--- src/core/tps_pkg.sv ---
// Purpose: shared constants for the touch power-state and status register bank
// Assumes: 8-bit registers, three sensor inputs
// Notes: offsets and bit positions as seen by the host
package tps_pkg;
  localparam int NUM_INPUTS = 3;
  // --------------------------------------------------------------
  // register offsets
  // --------------------------------------------------------------
  localparam logic [7:0] OFS_CTRL = 8'h00;
  localparam logic [7:0] OFS_GSTAT = 8'h02;
  localparam logic [7:0] OFS_TSTAT = 8'h03;
  // --------------------------------------------------------------
  // reset values
  // --------------------------------------------------------------
  localparam logic [7:0] RST_CTRL = 8'h00;
  localparam logic [7:0] RST_GSTAT = 8'h00;
  localparam logic [7:0] RST_TSTAT = 8'h00;
  // --------------------------------------------------------------
  // control register fields
  // --------------------------------------------------------------
  localparam int CTRL_GAIN_HI = 7;
  localparam int CTRL_GAIN_LO = 6;
  localparam int CTRL_STANDBY_ENABLE = 5;
  localparam int CTRL_DEEP_SLEEP_ENABLE = 4;
  localparam int CTRL_CGAIN_HI = 3;
  localparam int CTRL_CGAIN_LO = 2;
  localparam int CTRL_COMBO = 1;
  localparam int CTRL_INT = 0;
  // --------------------------------------------------------------
  // general status fields
  // --------------------------------------------------------------
  localparam int GST_BASE_COUNT_LIMIT_FLAG = 6;
  localparam int GST_CAL_FAIL = 5;
  localparam int GST_BUTTON = 4;
  localparam int GST_MULTI = 2;
  localparam int GST_PATTERN = 1;
  localparam int GST_TOUCH = 0;
  // --------------------------------------------------------------
  // power states
  // --------------------------------------------------------------
  typedef enum logic [1:0] {
    TPS_ACTIVE = 2'b00,
    TPS_STANDBY = 2'b01,
    TPS_MIXED = 2'b10,
    TPS_DEEP_SLEEP_ENABLE = 2'b11
  } tps_pstate_e;
endpackage

--- src/core/tps_top.sv ---
// Purpose: power-state, gain and status registers of a three-input touch sensor
// Assumes: sensing-side inputs are on clk; register port driven by the serial bus engine
// Notes: read data appears one cycle after reg_rd; alert_n is active low
`timescale 1ns/1ps
// Functional notes
// - deep sleep, mixed, standby, active by priority
// - gain codes 0-3 give 1,2,4,8
// - mixed state uses mixed gain for standby
// - gain change restarts full calibration
// - standby scans standby inputs, holds status
// - deep sleep stops scan, clears status
// - mixed scans active and standby inputs
// - pending flag drives alert low
// - disabled channel touch raises no interrupt
// - host writes zero clears flag, alert
// - base count flag follows enabled inputs
// - calibration fail flag follows enabled inputs
// - held button sets flag and interrupt
// - multi-touch block never interrupts
// - pattern flag interrupts only when enabled
// - touch summary is OR of inputs
// - per-input touch bits in low three
// - still-touched bit stays, no reassert
// - reset loads default register values
module tps_top #(
  parameter int NIN = tps_pkg::NUM_INPUTS
) (
  input wire logic clk,
  input wire logic rst,
  input wire logic ce,
  input wire logic [7:0] reg_addr,
  input wire logic [7:0] reg_wdata,
  input wire logic reg_wr,
  input wire logic reg_rd,
  output logic [7:0] reg_rdata,
  input wire logic [NIN-1:0] touch_det,
  input wire logic [NIN-1:0] active_en,
  input wire logic [NIN-1:0] standby_en,
  input wire logic [NIN-1:0] chan_irq_en,
  input wire logic base_count_limit,
  input wire logic analog_cal_fail,
  input wire logic button_held,
  input wire logic button_touched,
  input wire logic multi_touch_block,
  input wire logic pattern_hit,
  input wire logic pattern_irq_enable,
  output logic alert_n,
  output logic [1:0] power_state,
  output logic [3:0] gain_active,
  output logic [3:0] gain_standby,
  output logic [NIN-1:0] scan_en,
  output logic recal_req
);
  // --------------------------------------------------------------
  // control register
  // --------------------------------------------------------------
  logic [7:0] ctrl_r;
  logic [7:0] ctrl_nxt;
  logic wr_ctrl;
  logic clr_req;
  logic irq_set;
  logic deep_sleep_enable;
  logic [NIN-1:0] touch_eff_r;
  logic [NIN-1:0] touch_eff_nxt;
  logic [NIN-1:0] touch_new;
  logic button_prev_r;
  logic pattern_prev_r;
  logic button_new;
  logic pattern_new;
  logic [NIN-1:0] tstat;
  logic button_flag;
  logic pattern_flag;

  assign wr_ctrl = reg_wr && (reg_addr == tps_pkg::OFS_CTRL);
  assign deep_sleep_enable = ctrl_r[tps_pkg::CTRL_DEEP_SLEEP_ENABLE];
  // host clears the pending flag by writing a zero into it
  assign clr_req = wr_ctrl && !reg_wdata[tps_pkg::CTRL_INT] && ctrl_r[tps_pkg::CTRL_INT];

  // only a fresh touch interrupts, so a held touch cannot re-raise it
  assign touch_new = touch_eff_nxt & ~touch_eff_r;
  assign button_new = button_held && !button_prev_r;
  assign pattern_new = pattern_hit && !pattern_prev_r;

  assign irq_set = !deep_sleep_enable && ((|(touch_new & chan_irq_en)) || button_new || (pattern_new && pattern_irq_enable));

  always_comb begin
    ctrl_nxt = ctrl_r;
    if (wr_ctrl) begin
      // pending bit is hardware-set; a write can only clear it
      ctrl_nxt[7:1] = reg_wdata[7:1];
      ctrl_nxt[tps_pkg::CTRL_INT] = ctrl_r[tps_pkg::CTRL_INT] && reg_wdata[tps_pkg::CTRL_INT];
    end
    if (irq_set) begin
      ctrl_nxt[tps_pkg::CTRL_INT] = 1'b1;
    end
    if (deep_sleep_enable) begin
      ctrl_nxt[tps_pkg::CTRL_INT] = 1'b0;
    end
  end

  always_ff @(posedge clk) begin
    if (rst) begin
      ctrl_r <= tps_pkg::RST_CTRL;
    end else if (ce) begin
      ctrl_r <= ctrl_nxt;
    end
  end

  // --------------------------------------------------------------
  // power state, scanning and gain
  // --------------------------------------------------------------
  tps_pkg::tps_pstate_e pstate;
  logic [NIN-1:0] scan_nxt;
  logic [3:0] gain_pri;
  logic [3:0] gain_mix;
  logic [3:0] gain_sby_nxt;
  logic recal_nxt;
  logic [1:0] pstate_r;
  logic [3:0] gain_act_r;
  logic [3:0] gain_sby_r;
  logic [NIN-1:0] scan_r;
  logic recal_r;
  logic alert_n_r;

  tps_gain_dec u_gain_pri (
    .code(ctrl_r[tps_pkg::CTRL_GAIN_HI:tps_pkg::CTRL_GAIN_LO]),
    .gain(gain_pri)
  );

  tps_gain_dec u_gain_mix (
    .code(ctrl_r[tps_pkg::CTRL_CGAIN_HI:tps_pkg::CTRL_CGAIN_LO]),
    .gain(gain_mix)
  );

  always_comb begin
    if (deep_sleep_enable) begin
      pstate = tps_pkg::TPS_DEEP_SLEEP_ENABLE;
    end else if (ctrl_r[tps_pkg::CTRL_COMBO]) begin
      pstate = tps_pkg::TPS_MIXED;
    end else if (ctrl_r[tps_pkg::CTRL_STANDBY_ENABLE]) begin
      pstate = tps_pkg::TPS_STANDBY;
    end else begin
      pstate = tps_pkg::TPS_ACTIVE;
    end
    unique case (pstate)
      tps_pkg::TPS_ACTIVE: scan_nxt = active_en;
      tps_pkg::TPS_STANDBY: scan_nxt = standby_en;
      tps_pkg::TPS_MIXED: scan_nxt = active_en | standby_en;
      tps_pkg::TPS_DEEP_SLEEP_ENABLE: scan_nxt = '0;
    endcase
    gain_sby_nxt = (pstate == tps_pkg::TPS_MIXED) ? gain_mix : gain_pri;
    recal_nxt = wr_ctrl && ((reg_wdata[7:6] != ctrl_r[7:6]) || (reg_wdata[3:2] != ctrl_r[3:2]));
    touch_eff_nxt = touch_det & scan_nxt;
  end

  always_ff @(posedge clk) begin
    if (rst) begin
      pstate_r <= tps_pkg::TPS_ACTIVE;
      gain_act_r <= 4'h1;
      gain_sby_r <= 4'h1;
      scan_r <= '0;
      recal_r <= 1'b0;
      alert_n_r <= 1'b1;
      touch_eff_r <= '0;
      button_prev_r <= 1'b0;
      pattern_prev_r <= 1'b0;
    end else if (ce) begin
      pstate_r <= pstate;
      gain_act_r <= gain_pri;
      gain_sby_r <= gain_sby_nxt;
      scan_r <= scan_nxt;
      recal_r <= recal_nxt;
      alert_n_r <= !ctrl_nxt[tps_pkg::CTRL_INT];
      touch_eff_r <= touch_eff_nxt;
      button_prev_r <= button_held;
      pattern_prev_r <= pattern_hit;
    end
  end

  // --------------------------------------------------------------
  // status flags
  // --------------------------------------------------------------
  genvar gi;
  generate
    for (gi = 0; gi < NIN; gi++) begin : g_touch
      tps_sticky u_touch (
        .clk(clk),
        .rst(rst),
        .ce(ce),
        .set(touch_eff_nxt[gi]),
        .clr_req(clr_req),
        .cond(touch_eff_nxt[gi]),
        .flush(deep_sleep_enable),
        .flag(tstat[gi])
      );
    end
  endgenerate

  tps_sticky u_button (
    .clk(clk),
    .rst(rst),
    .ce(ce),
    .set(button_new),
    .clr_req(clr_req),
    .cond(button_touched),
    .flush(deep_sleep_enable),
    .flag(button_flag)
  );

  tps_sticky u_pattern (
    .clk(clk),
    .rst(rst),
    .ce(ce),
    .set(pattern_new),
    .clr_req(clr_req),
    .cond(pattern_hit),
    .flush(deep_sleep_enable),
    .flag(pattern_flag)
  );

  // --------------------------------------------------------------
  // register read port
  // --------------------------------------------------------------
  logic [7:0] gstat;
  logic [7:0] rdata_nxt;
  logic [7:0] rdata_r;

  always_comb begin
    gstat = 8'h00;
    gstat[tps_pkg::GST_BASE_COUNT_LIMIT_FLAG] = base_count_limit && !deep_sleep_enable;
    gstat[tps_pkg::GST_CAL_FAIL] = analog_cal_fail && !deep_sleep_enable;
    gstat[tps_pkg::GST_BUTTON] = button_flag;
    gstat[tps_pkg::GST_MULTI] = multi_touch_block && !deep_sleep_enable;
    gstat[tps_pkg::GST_PATTERN] = pattern_flag;
    gstat[tps_pkg::GST_TOUCH] = |tstat;
    rdata_nxt = 8'h00;
    if (reg_rd) begin
      unique case (reg_addr)
        tps_pkg::OFS_CTRL: rdata_nxt = ctrl_r;
        tps_pkg::OFS_GSTAT: rdata_nxt = gstat;
        tps_pkg::OFS_TSTAT: rdata_nxt = {{(8 - NIN){1'b0}}, tstat};
        default: rdata_nxt = 8'h00;
      endcase
    end
  end

  always_ff @(posedge clk) begin
    if (rst) begin
      rdata_r <= 8'h00;
    end else if (ce) begin
      rdata_r <= rdata_nxt;
    end
  end

  assign reg_rdata = rdata_r;
  assign alert_n = alert_n_r;
  assign power_state = pstate_r;
  assign gain_active = gain_act_r;
  assign gain_standby = gain_sby_r;
  assign scan_en = scan_r;
  assign recal_req = recal_r;
endmodule

--- src/core/tps_gain_dec.sv ---
// Purpose: decode a two-bit gain code into a one-hot gain multiplier
// Assumes: codes 0..3 map to gains 1, 2, 4, 8
// Notes: purely combinational
`timescale 1ns/1ps
module tps_gain_dec (
  input wire logic [1:0] code,
  output logic [3:0] gain
);
  always_comb begin
    unique case (code)
      2'h0: gain = 4'h1;
      2'h1: gain = 4'h2;
      2'h2: gain = 4'h4;
      2'h3: gain = 4'h8;
    endcase
  end
endmodule

--- src/core/tps_sticky.sv ---
// Purpose: one status flag, set by an event, cleared on request once its cause is gone
// Assumes: flush has priority over everything, set wins over clear
// Notes: state frozen while ce is low
`timescale 1ns/1ps
module tps_sticky (
  input wire logic clk,
  input wire logic rst,
  input wire logic ce,
  input wire logic set,
  input wire logic clr_req,
  input wire logic cond,
  input wire logic flush,
  output logic flag
);
  logic flag_r;
  logic flag_nxt;

  always_comb begin
    flag_nxt = flag_r;
    if (flush) begin
      flag_nxt = 1'b0;
    end else if (set) begin
      flag_nxt = 1'b1;
    end else if (clr_req && !cond) begin
      flag_nxt = 1'b0;
    end
  end

  always_ff @(posedge clk) begin
    if (rst) begin
      flag_r <= 1'b0;
    end else if (ce) begin
      flag_r <= flag_nxt;
    end
  end

  assign flag = flag_r;
endmodule

--- config.mk ---
export PLATFORM = sky130hd
export DESIGN_NAME = tps_top
export DESIGN_NICKNAME = d
export VERILOG_FILES = /design/src/core/tps_pkg.sv /design/src/core/tps_top.sv /design/src/core/tps_gain_dec.sv /design/src/core/tps_sticky.sv
export SDC_FILE = /design/constraint.sdc
export NUM_CORES = 1
export LEC_CHECK = 0
export BUFFER_PORTS_ARGS = -buffer_cell sky130_fd_sc_hd__buf_4
export CORE_MARGIN = 5
export CORE_UTILIZATION = 35
export DETAILED_ROUTE_END_ITERATION = 12
export GPL_TIMING_DRIVEN = 0
export PLACE_DENSITY_LB_ADDON = 0.12
export RECOVER_POWER = 50
export SKIP_LAST_GASP = 1
export SLEW_MARGIN = 20
export SYNTH_ARGS = -nofsm -noshare
export SYNTH_HDL_FRONTEND = slang
export SYNTH_HIERARCHICAL = 1
export SYNTH_SLANG_ARGS = --single-unit
--- constraint.sdc ---
create_clock -name clk -period 1.6 [get_ports clk]
set_input_delay 0.32 -clock clk [delete_from_list [all_inputs] [get_ports clk]]
set_output_delay 0.32 -clock clk [all_outputs]
set_load 0.1 [all_outputs]
**Word level (Yosys, flattened, before mapping)**

Index checks and enable logic that the tools add are counted.
W data, S select, Z words.

- Eq/ne operators: 13
- Mux-type cells: 27
- Bitwise gates (word level): 5
- Reduce and logical (&&, ||, !) cells: 47

Operators with widths:

| cell | number |
|---|---|
| $pmux W4 S4 | 2 |
| $pmux W8 S3 | 1 |
| $mux W1 | 19 |
| $logic_and A1 B1 Y1 | 17 |
| $eq A8 B2 Y1 const B | 2 |
| $reduce_bool A3 Y1 | 5 |
| $eq A2 B2 Y1 const B | 6 |
| $pmux W3 S4 | 1 |
| $reduce_and A2 Y1 | 6 |
| $logic_not A1 Y1 | 10 |
| $and A3 B3 Y3 | 3 |
| $logic_not A8 Y1 | 1 |
| $mux W8 | 1 |
| $eq A2 B1 Y1 const B | 3 |
| $logic_not A2 Y1 | 3 |
| $reduce_or A3 Y1 | 2 |
| $mux W2 | 2 |
| $mux W4 | 1 |
| $ne A2 B2 Y1 | 2 |
| $logic_or A1 B1 Y1 | 3 |
| $not A3 Y3 | 1 |
| $or A3 B3 Y3 | 1 |

- Register bits after elaboration: 41
- Bits of input ports: 40
- Output and inout bits: 23

**Longest topological paths before layout**

Gate-level depths: netlist (run 1).

- Word-level depth: 15
- Mapped depth: 7
- Gate-level depth less buffers: 6

**Hierarchy**

Netlist (run 1), hierarchy kept.

By module, submodules not included:

| module | instances | cells each | area an instance (µm²) |
|---|---|---|---|
| tps_top | 1 | 200 | 1848.0 |
| tps_sticky | 5 | 6 | 53.8 |
| tps_gain_dec | 2 | 4 | 26.3 |

**Worst setup path before layout (run 1)**

No wires, ideal clock.

- Path type: register to register
- From: reg ctrl_r[4]
- To: reg alert_n_r, in the netlist alert_n
- Setup time: 0.115 ns
- Arrival: 1.332 ns
- Required time: 1.485 ns
- Slack: 0.153 ns
- Stages on the path, launching flop included: 6
- Buffers on the path: 1
- Period minus slack after synthesis: 1.447 ns
- Path through: dfxtp_1 buf_2 o21bai_1 a211oi_2 a32oi_1 a31o_1

- Word-level cells in the longest chain between the ends: 13

RTL lines:

| what | line | source |
|---|---|---|
| from (decl) | tps_top.sv:57 | `logic [7:0] ctrl_r;` |
| from (signal assigned) | tps_top.sv:103 | `ctrl_r <= tps_pkg::RST_CTRL;` |
| from (signal assigned) | tps_top.sv:105 | `ctrl_r <= ctrl_nxt;` |
| $mux W2 * | tps_top.sv:136 | `if (deep_sleep_enable) begin` |
| $eq A2 B2 Y1, or another cell as far along | tps_top.sv:145 | `unique case (pstate)` |
| $pmux W3 S4 * | tps_top.sv:145 |  |
| $and A3 B3 Y3 * | tps_top.sv:153 | `touch_eff_nxt = touch_det & scan_nxt;` |
| via touch_eff_nxt[2] | tps_top.sv:64 | `logic [NIN-1:0] touch_eff_nxt;` |
| $and A3 B3 Y3 * | tps_top.sv:80 | `assign touch_new = touch_eff_nxt & ~touch_eff_r;` |
| $and A3 B3 Y3 * | tps_top.sv:84 | `assign irq_set = !deep_sleep_enable && ((\|(touch_new & chan_irq_en)) \|\| button_new \|\| (pattern_new && pattern_ ...` |
| $reduce_or A3 Y1 * | tps_top.sv:84 |  |
| $logic_or A1 B1 Y1 * (2 in a row) | tps_top.sv:84 |  |
| $logic_and A1 B1 Y1 * | tps_top.sv:84 |  |
| $mux W1 * | tps_top.sv:93 | `if (irq_set) begin` |
| $mux W1 * | tps_top.sv:96 | `if (deep_sleep_enable) begin` |
| $logic_not A1 Y1 * | tps_top.sv:173 | `alert_n_r <= !ctrl_nxt[tps_pkg::CTRL_INT];` |
| to (signal assigned) | tps_top.sv:173 |  |
| to (decl) | tps_top.sv:123 | `logic alert_n_r;` |

Mark *: on every way through the listed nets, which the timed path passes. The rest lies on a longest branch.
A chain may end at the register's enable or synchronous reset.

**Worst setup path in the final report (run 1)**

- From: reg ctrl_r[5]
- To: reg g_touch[1].u_touch.flag_r

- Word-level cells in the longest chain between the ends: 10

RTL lines:

| what | line | source |
|---|---|---|
| $mux W1 * | tps_top.sv:140 | `end else if (ctrl_r[tps_pkg::CTRL_STANDBY_ENABLE]) begin` |
| $mux W2 * | tps_top.sv:138 | `end else if (ctrl_r[tps_pkg::CTRL_COMBO]) begin` |
| $mux W2 * | tps_top.sv:136 |  |
| $eq A2 B2 Y1, or another cell as far along | tps_top.sv:145 |  |
| $pmux W3 S4 * | tps_top.sv:145 |  |
| $and A3 B3 Y3 * | tps_top.sv:153 |  |
| via touch_eff_nxt[1] | tps_top.sv:64 |  |
| $logic_not A1 Y1 | tps_sticky.sv:24 | `end else if (clr_req && !cond) begin` |
| $logic_and A1 B1 Y1 | tps_sticky.sv:24 |  |
| $reduce_bool A3 Y1 (no line) | - |  |
| $reduce_and A2 Y1 (no line) | - |  |
| to (signal assigned) | tps_sticky.sv:33 | `flag_r <= flag_nxt;` |
| to (decl) | tps_sticky.sv:15 | `logic flag_r;` |

Marks and branches as above.

==> summary.txt, run 1 <==
Synthesis
  • Sequential fraction of the synthesis area: 37.83%
  • Ys async rst share: 0%
  • Cells taking the most area after synthesis: dfxtp_1 (38%), mux2i_1 (11%), nor2_1 (6.6%)
  • Top FF cell, synth: dfxtp_1
  • Post-synth top area share: 37.83%
  • Post-Syn Nets: 278
  • Synth Warn #: 6
  • Mapped cell area: 2170 um2
  • #FFs+latches synth: 41
  • Avg Cell Area, Syn: 9.116 um2
  • Number of synthesized flops with an enable pin: 0
  • Post-synth top area cell: dfxtp_1
  • Cell count after synthesis: 238
  • Netlist cell types: 47

STA
  • Worst Clk Skew: 0.004467 ns
  • # setup viols final: 0
  • Fmax: 674.5 MHz
  • RSZ-0062 raised after global routing: false
  • Worst setup margin: 0.1175 ns
  • Slew margin rel.: 51.59%
  • Tmin final: 1.483 ns
  • Final Hold Fails: 0
  • Setup_tns: 0 ns
  • Fin. max-slew vios: 0
  • Slew of the pin with the lowest slew margin: 0.7262 ns
  • Tcrit/Tclk final: 92.66%

Place
  • Cell Area, Placed: 2714 um2
  • IO buf count: 60
  • Post-detail-place hpwl: 4284 um
  • Pre-CTS setup slack: -0.1793 ns
  • Gpl congestion: 0.7714

Setup path
  • Critical path type: reg2reg
  • Worst setup EP type: flip-flop
  • Setup crit start kind: flip-flop
  • Max Fanout on Critical Path: 6
  • Critical path data arrival time: 1.71 ns
  • Req. time, crit path: 1.82 ns

Clock tree
  • Clock-pin slew of the registers on the worst-case setup and hold paths: 0.08 ns
  • Hold_buf cts: 0
  • CTS max path bufs: 2
  • H-tree Lvls: 2
  • Skew-Pair Late Insertion Delay: 0.29 ns
  • CTS tree: built
  • CTS root buffer: clkbuf_8
  • Clock sinks: 41
  • Cts bufs inserted: 5

Route
  • DRT iter0 DRCs: 68
  • DRT Wirelength: 5762 um
  • Vias: 1905
  • Via-to-Cell Ratio: 4.910
  • Routed len/inst: 14.85 um
  • Drt first pass iters: 4
  • Drt drc: 0
  • Antenna-violating nets left: 0

Min path
  • Worst Hold Class: in2reg

Power
  • Pwr/cell area: 763.1 nW/um2
  • Lkg Pwr: 0.001182 uW
  • VDD IR-drop max: 0.3841 mV

Finish
  • Share of cells above drive strength 1: 31.95%
  • Final Core Density: 47.01%
  • Final #Nets: 352
  • P&R area growth vs syn: 29.82%
  • Ant. Diodes: 0
  • Design area: 2816 um2

Floorplanning
  • I/O pins: 63
  • Die width: 88.73 um
  • Die height: 88.73 um
  • Core Footprint: 5991 um2
  • Num rows: 28
  • Die ar.: 7873 um2
  • Initial core utilization: 36.22%

Global route
  • Initial antenna violation count: 0
  • Overflow after GRT: 0
  • First-pass GRT wire length: 9177 um
  • Total global-route track usage: 15.17%
  • Largest net degree at the start of global routing: 16
  • Number of global-route vias before repair: 1889

Run
  • Max_cap viols: 0

Outcome
  • Status: complete, no violations
[state kept, by name (all words and copies together) (netlist names), 2 cells and up]
| register | flops |
|---|---|
| gain_standby | 4 |
| gain_active | 4 |
| g_touch.u_touch/flag | 3 |
| reg_rdata | 8 |
| ctrl_r | 8 |
| scan_en | 3 |
| power_state | 2 |
| touch_eff_r | 3 |
[path summary, 6_finish.rpt]
path / from / to / slack, ns / cells past startpoint
min reg2reg: reg_rdata[0]$_SDFFE_PP0P_ / reg_rdata[0]$_SDFFE_PP0P_ / 0.46 / 2
max reg2reg: ctrl_r[5]$_SDFFE_PP0P_ / g_touch[1].u_touch/flag$_SDFFE_PP0P_ / 0.12 / 6
min: rst / u_pattern/flag$_SDFFE_PP0P_ / 0.24 / 2
max: ctrl_r[5]$_SDFFE_PP0P_ / g_touch[1].u_touch/flag$_SDFFE_PP0P_ / 0.12 / 6
[metrics by stage]
stage / cells / total power, uW / hold slack (ns)
6_report: 388 / 2149 / 0.2359
3_3_place_gp: 373 / 1501 / 0.4465
3_5_place_dp: 373 / 1503 / 0.4546
4_1_cts: 383 / 2184 / 0.2318
5_1_grt: 388 / 2265 / 0.2296
2_1_floorplan: 238 / 1355 / 0.3894
[synth_stat cells, drive strengths merged (4+ instances only)]
cell type / n
inv: 9
xor2: 4
buf: 7
dfxtp: 41
nand2: 7
nor2: 38
clkbuf: 6
nor2b: 12
nand2b: 11
a31oi: 7
a21oi: 12
mux2i: 24
nand3b: 11
a211oi: 8
[cells in the final DEF (no fill, tap or decap), types with 3 or more instances in the layout]
cell / instances
buf_6: 4
nor2_1: 38
nand2b_1: 11
nand3_1: 3
mux2i_1: 24
nor2b_1: 12
nand2_1: 7
clkbuf_1: 5
clkbuf_8: 8
a211oi_2: 3
xor2_1: 4
clkbuf_2: 18
a211oi_1: 5
a31oi_1: 7
a22oi_1: 3
buf_4: 49
inv_1: 8
nand3b_1: 11
a21o_1: 3
dfxtp_1: 39
a21oi_1: 12
[power breakdown]
part | internal, uW | leakage (uW) | switching [uW] | total, uW
clock network | 301 | 0.0000439 | 375 | 676
registers | 1050 | 0.000335 | 22.9 | 1070
logic | 160 | 0.000803 | 240 | 400
total | 1510 | 0.00118 | 638 | 2150
[metal layers]
metal | wire length, um | part of all wire, % | GRT usage (%) | up-vias
li1 | - | - | - | 983
met5 | 0 | 0 | 0 | -
met3 | 383 | 6.6 | 3.818 | 5
met2 | 2632 | 46 | 23.55 | 45
met4 | 42 | 0.73 | 4.670 | 0
met1 | 2703 | 47 | 20.68 | 872
[cells by family (layout without fill, tap and decap cells)]
kind of cell | count (synthesis) | after routing | share of synthesized area, %
AO/OA/AOI/OAI | 48 | 48 | 16.55
multiplexers | 25 | 25 | 11.59
buffers and inverters | 22 | 97 | 6.574
flip-flops | 41 | 41 | 37.83
XOR/XNOR | 4 | 4 | 1.615
AND/OR/NAND/NOR | 98 | 98 | 25.84
[area by class of cell]
class | instances | area [um2]
multi-input cells | 175 | 1201
plain buffers | 13 | 112.6
clock buffers | 5 | 68.82
flip-flops and latches | 41 | 825.8
clock inverters | 3 | 17.52
fillers | 606 | 3174
inverters | 9 | 33.78
well taps | 75 | 93.84
repair buffers | 67 | 462.9
[critical path, stage by stage, from the launching register on]
cell and delay, ns:
dfxtp_1 0.31, buf_6 0.13, mux2i_1 0.16, a2111oi_4 0.42, nand2b_1 0.16, nand3b_1 0.07
a31oi_1 0.16
[what timing repair did]
item / 4_1_cts / 5_1_grt
pin swaps: 2 / 3
gates resized for setup: 2 / 4
gates cloned: 0 / 0
endpoints found under the setup margin: 5 / 6
buffers inserted: 2 / 5
No activity file was read; power rests on OpenSTA's default activity.
==> run 2: changes to the inputs <==
--- a/config.mk
+++ b/config.mk
@@ -10,7 +10,7 @@
 export CORE_UTILIZATION = 35
 export DETAILED_ROUTE_END_ITERATION = 12
 export GPL_TIMING_DRIVEN = 0
-export PLACE_DENSITY_LB_ADDON = 0.12
+export PLACE_DENSITY = 0.59
 export RECOVER_POWER = 50
 export SKIP_LAST_GASP = 1
 export SLEW_MARGIN = 20
==> summary.txt, run 2 (synthesized netlist as in run 1, its figures left out) <==
Floorplanning
  • Die ar.: 7873 um2
  • Die height: 88.73 um
  • Die width: 88.73 um
  • Initial core utilization: 36.22%
  • I/O pins: 63
  • Num rows: 28
  • Core Footprint: 5991 um2

Route
  • Vias: 1922
  • Drt drc: 0
  • DRT iter0 DRCs: 75
  • Via-to-Cell Ratio: 4.979
  • DRT Wirelength: 5931 um
  • Drt first pass iters: 4
  • Routed len/inst: 15.37 um
  • Antenna-violating nets left: 0

Power
  • Lkg Pwr: 0.001152 uW
  • Pwr/cell area: 811.3 nW/um2
  • Part of the power in registers: 47.3%
  • Switching Share: 28.99%
  • Clk pwr share: 35.0%
  • VDD IR-drop max: 0.3530 mV
  • Internal power: 1610 uW
  • Gate power share: 17.7%
  • Design Power: 2268 uW
  • Net Switching: 657.4 uW

Finish
  • Design area: 2795 um2
  • Fillers: 620
  • Ant. Diodes: 0
  • Commonest cells after routing, fill and taps aside: buf_4 (52), dfxtp_1 (39), nor2_1 (38)
  • Share of cells above drive strength 1: 31.51%
  • Final #Nets: 350
  • Commonest non-fill, non-tap cell in the layout: buf_4
  • P&R area growth vs syn: 28.84%

Place
  • Pre-CTS setup slack: -0.2318 ns
  • Post-detail-place hpwl: 4349 um
  • Cell Area, Placed: 2714 um2
  • IO buf count: 60
  • Gpl congestion: 0.7983

Clock tree
  • Skew-Pair Late Insertion Delay: 0.31 ns
  • Cts bufs inserted: 5
  • Clock sinks: 41
  • Hold_buf cts: 0
  • Clock-pin slew of the registers on the worst-case setup and hold paths: 0.08 ns
  • H-tree Lvls: 2
  • CTS root buffer: clkbuf_8
  • CTS tree: built
  • CTS max path bufs: 2

STA
  • # setup viols final: 0
  • RSZ-0062 raised after global routing: true
  • Fin. max-slew vios: 0
  • Worst setup margin: 0.09979 ns
  • Tcrit/Tclk final: 93.76%
  • Fmax: 666.6 MHz
  • Final Hold Fails: 0
  • Slew of the pin with the lowest slew margin: 0.6996 ns
  • Tmin final: 1.500 ns
  • Slew margin rel.: 53.36%
  • Worst Clk Skew: 0.009806 ns
  • Setup_tns: 0 ns

Min path
  • Hold path startpoint: rst
  • Worst Hold Class: in2reg

Setup path
  • Max Fanout on Critical Path: 6
  • Largest stage delay on the critical path: 0.45 ns
  • Slowest CP cell: a2111oi_4
  • R2r startpoint: ctrl_r[5]$_SDFFE_PP0P_
  • Crit-path cells: buf_6 -> mux2i_1 -> a2111oi_4 -> nand2b_1 -> nand3b_1 -> a31oi_1
  • Setup crit start kind: flip-flop
  • Buf/Inv on CP: 1
  • Critical path launch point: ctrl_r[5]$_SDFFE_PP0P_
  • Critical path type: reg2reg
  • Req. time, crit path: 1.83 ns
  • Critical path data arrival time: 1.73 ns
  • CP delay by family, top: compound AO/OA/AOI/OAI gates
  • Worst setup EP type: flip-flop

Global route
  • First-pass GRT wire length: 9480 um
  • Total global-route track usage: 15.73%
  • Initial antenna violation count: 0
  • Number of global-route vias before repair: 1908
  • Overflow after GRT: 0
  • Largest net degree at the start of global routing: 16

Run
  • Max_cap viols: 0

Outcome
  • Status: complete, no violations
## run 2: worst reg2reg max path: stages, from the launching register on
cell	delay, ns
dfxtp_1	0.31
buf_6	0.13
mux2i_1	0.16
a2111oi_4	0.45
nand2b_1	0.16
nand3b_1	0.07
a31oi_1	0.15
## run 2: power by group through the flow
stage | registers [uW] | logic [uW] | clock network (uW)
2_1_floorplan | 1190 | 166 | 0
5_1_grt | 1080 | 437 | 838
6_report | 1070 | 401 | 793
3_3_place_gp | 1100 | 403 | 0
3_5_place_dp | 1100 | 407 | 0
4_1_cts | 1080 | 414 | 802
## run 2: final timing paths
kind                            slack [ns]  cells after the start                              endpoint
worst max register to register         0.1                      6  g_touch[1].u_touch/flag$_SDFFE_PP0P_
worst min register to register        0.46                      2             reg_rdata[2]$_SDFFE_PP0P_
worst max-delay path                   0.1                      6  g_touch[1].u_touch/flag$_SDFFE_PP0P_
worst min-delay path                  0.23                      2  g_touch[2].u_touch/flag$_SDFFE_PP0P_
## run 2: layout make-up
class | instances | area (um2) | area share, %
multi-input combinational | 175 | 1185 | 42.39
sequential | 41 | 825.8 | 29.54
timing repair buffer | 65 | 450.4 | 16.11
buffer | 13 | 101.3 | 3.626
clock buffer | 7 | 96.34 | 3.447
tap | 75 | 93.84 | 3.357
inverter | 9 | 33.78 | 1.209
clock inverter | 1 | 8.758 | 0.3133
## run 2: metrics by stage
| stage | instances | hold slack, ns | util, % |
|---|---|---|---|
| global route | 386 | 0.2391 | 46.66 |
| detailed placement | 373 | 0.4530 | 45.30 |
| floorplan | 238 | 0.3894 | - |
| finish | 386 | 0.2253 | 46.66 |
| CTS | 384 | 0.2257 | 47.49 |
| global placement | 373 | 0.4522 | 45.30 |
## run 2: layer usage
metal  GRT usage, %  part of all wire, %  vias to the layer above
met5              0                    0                        -
met4          6.456                  1.4                        0
met1          22.15                   49                      879
met3          3.166                  6.1                        8
met2          23.35                   44                       58
li1               -                    -                      977
## run 2: timing repair
action,in CTS,in global routing
buffers inserted,3,2
resized for setup,2,4
cloned,0,0
pin swaps,2,1
endpoints found under the setup margin,5,6
==> run 3: changes to the inputs <==
--- a/config.mk
+++ b/config.mk
@@ -11,7 +11,6 @@
 export DETAILED_ROUTE_END_ITERATION = 12
 export GPL_TIMING_DRIVEN = 0
 export PLACE_DENSITY = 0.59
-export RECOVER_POWER = 50
 export SKIP_LAST_GASP = 1
 export SLEW_MARGIN = 20
 export SYNTH_ARGS = -nofsm -noshare
==> summary.txt, run 3 (synthesized netlist as in run 1, its figures left out) <==
Setup path
  • Critical path data arrival time: 1.73 ns
  • Max Fanout on Critical Path: 6
  • Crit-path cells: buf_6 -> mux2i_1 -> a2111oi_4 -> nand2b_1 -> nand3b_1 -> a31oi_1
  • Largest stage delay on the critical path: 0.45 ns
  • Req. time, crit path: 1.83 ns
  • Worst setup EP type: flip-flop
  • CP delay by family, top: compound AO/OA/AOI/OAI gates
  • Critical path type: reg2reg
  • Slowest CP cell: a2111oi_4
  • Setup crit start kind: flip-flop
  • Buf/Inv on CP: 1

STA
  • Fmax: 666.8 MHz
  • Tmin final: 1.500 ns
  • Slew of the pin with the lowest slew margin: 0.6047 ns
  • RSZ-0062 raised after global routing: true
  • Tcrit/Tclk final: 93.73%
  • Slew margin rel.: 59.68%
  • # setup viols final: 0
  • Final Hold Fails: 0
  • Worst Clk Skew: 0.008856 ns
  • Hold_ws: 0.2283 ns
  • Worst setup margin: 0.1003 ns
  • Fin. max-slew vios: 0

Power
  • Pwr/cell area: 792.7 nW/um2
  • Design Power: 2271 uW
  • Lkg Pwr: 0.001186 uW
  • VDD IR-drop max: 0.3513 mV

Place
  • Post-detail-place hpwl: 4349 um
  • Gpl congestion: 0.7983
  • IO buf count: 60
  • Cell Area, Placed: 2714 um2
  • Pre-CTS setup slack: -0.2318 ns

Route
  • DRT Wirelength: 5908 um
  • Drt drc: 0
  • Routed len/inst: 15.31 um
  • Drt first pass iters: 4
  • Via-to-Cell Ratio: 4.972
  • DRT iter0 DRCs: 79
  • Vias: 1919
  • Antenna-violating nets left: 0

Clock tree
  • Cts bufs inserted: 5
  • Hold_buf cts: 0
  • CTS max path bufs: 2
  • Skew-Pair Late Insertion Delay: 0.30 ns
  • H-tree Lvls: 2
  • Clock sinks: 41
  • CTS root buffer: clkbuf_8
  • Clock-pin slew of the registers on the worst-case setup and hold paths: 0.08 ns
  • CTS tree: built

Floorplanning
  • Core Footprint: 5991 um2
  • I/O pins: 63
  • Die ar.: 7873 um2
  • Num rows: 28
  • Die width: 88.73 um
  • Die height: 88.73 um
  • Initial core utilization: 36.22%

Finish
  • Fillers: 605
  • Ant. Diodes: 0
  • Final #Nets: 350
  • Commonest cells after routing, fill and taps aside: buf_4 (67), dfxtp_1 (39), nor2_1 (38)
  • Register area: 825.8 um2
  • Commonest non-fill, non-tap cell in the layout: buf_4
  • P&R area growth vs syn: 32.06%
  • Final Core Density: 47.83%
  • Area of the multi-input gates: 1206 um2
  • Share of cells above drive strength 1: 32.48%
  • Design area: 2865 um2

Global route
  • Total global-route track usage: 15.73%
  • Overflow after GRT: 0
  • Number of global-route vias before repair: 1908
  • Largest net degree at the start of global routing: 16
  • Initial antenna violation count: 0
  • First-pass GRT wire length: 9480 um

Run
  • Max_cap viols: 0

Min path
  • Worst Hold Class: in2reg

Outcome
  • Status: complete, no violations
run 3: through the flow:
step / std cells / TNS, ns
3_3_place_gp: 373 / -1.903
3_5_place_dp: 373 / -1.914
4_1_cts: 384 / 0
2_1_floorplan: 238 / 0
6_report: 386 / 0
5_1_grt: 386 / -0.0009680
run 3: layer usage:
metal | vias up | track usage [%] | part of all wire [%] | wire, um
li1 | 977 | - | - | -
met3 | 8 | 3.166 | 6.3 | 371
met2 | 60 | 23.35 | 43 | 2565
met1 | 874 | 22.15 | 49 | 2888
met5 | - | 0 | 0 | 0
met4 | 0 | 6.456 | 1.4 | 82
run 3: power breakdown:
part           switching [uW]  internal (uW)
clock                     387            399
combinational             243            169
sequential               22.9           1050
run 3: worst paths after layout:
kind / startpoint / to / slack, ns / cells past startpoint
max: ctrl_r[5]$_SDFFE_PP0P_ / g_touch[1].u_touch/flag$_SDFFE_PP0P_ / 0.10 / 6
min: rst / g_touch[2].u_touch/flag$_SDFFE_PP0P_ / 0.23 / 2
max reg2reg: ctrl_r[5]$_SDFFE_PP0P_ / g_touch[1].u_touch/flag$_SDFFE_PP0P_ / 0.10 / 6
min reg2reg: reg_rdata[0]$_SDFFE_PP0P_ / reg_rdata[0]$_SDFFE_PP0P_ / 0.46 / 2
run 3: final cells by class:
class	instances	area share [%]
Tap cell	75	3.275
Buffer	13	3.930
Timing Repair Buffer	65	17.03
Inverter	9	1.179
Multi-Input combinational cell	175	42.10
Sequential cell	41	28.82
Clock inverter	1	0.3057
Clock buffer	7	3.362
run 3: worst register-to-register path: stages, from the launching register on:
cell,delay (ns)
dfxtp_1,0.31
buf_6,0.13
mux2i_1,0.16
a2111oi_4,0.45
nand2b_1,0.16
nand3b_1,0.07
a31oi_1,0.15
run 3: repair_timing:
action / in CTS / in global routing
endpoints found under the setup margin: 5 / 6
gates resized for setup: 2 / 4
pin swaps: 2 / 1
setup buffers: 3 / 2
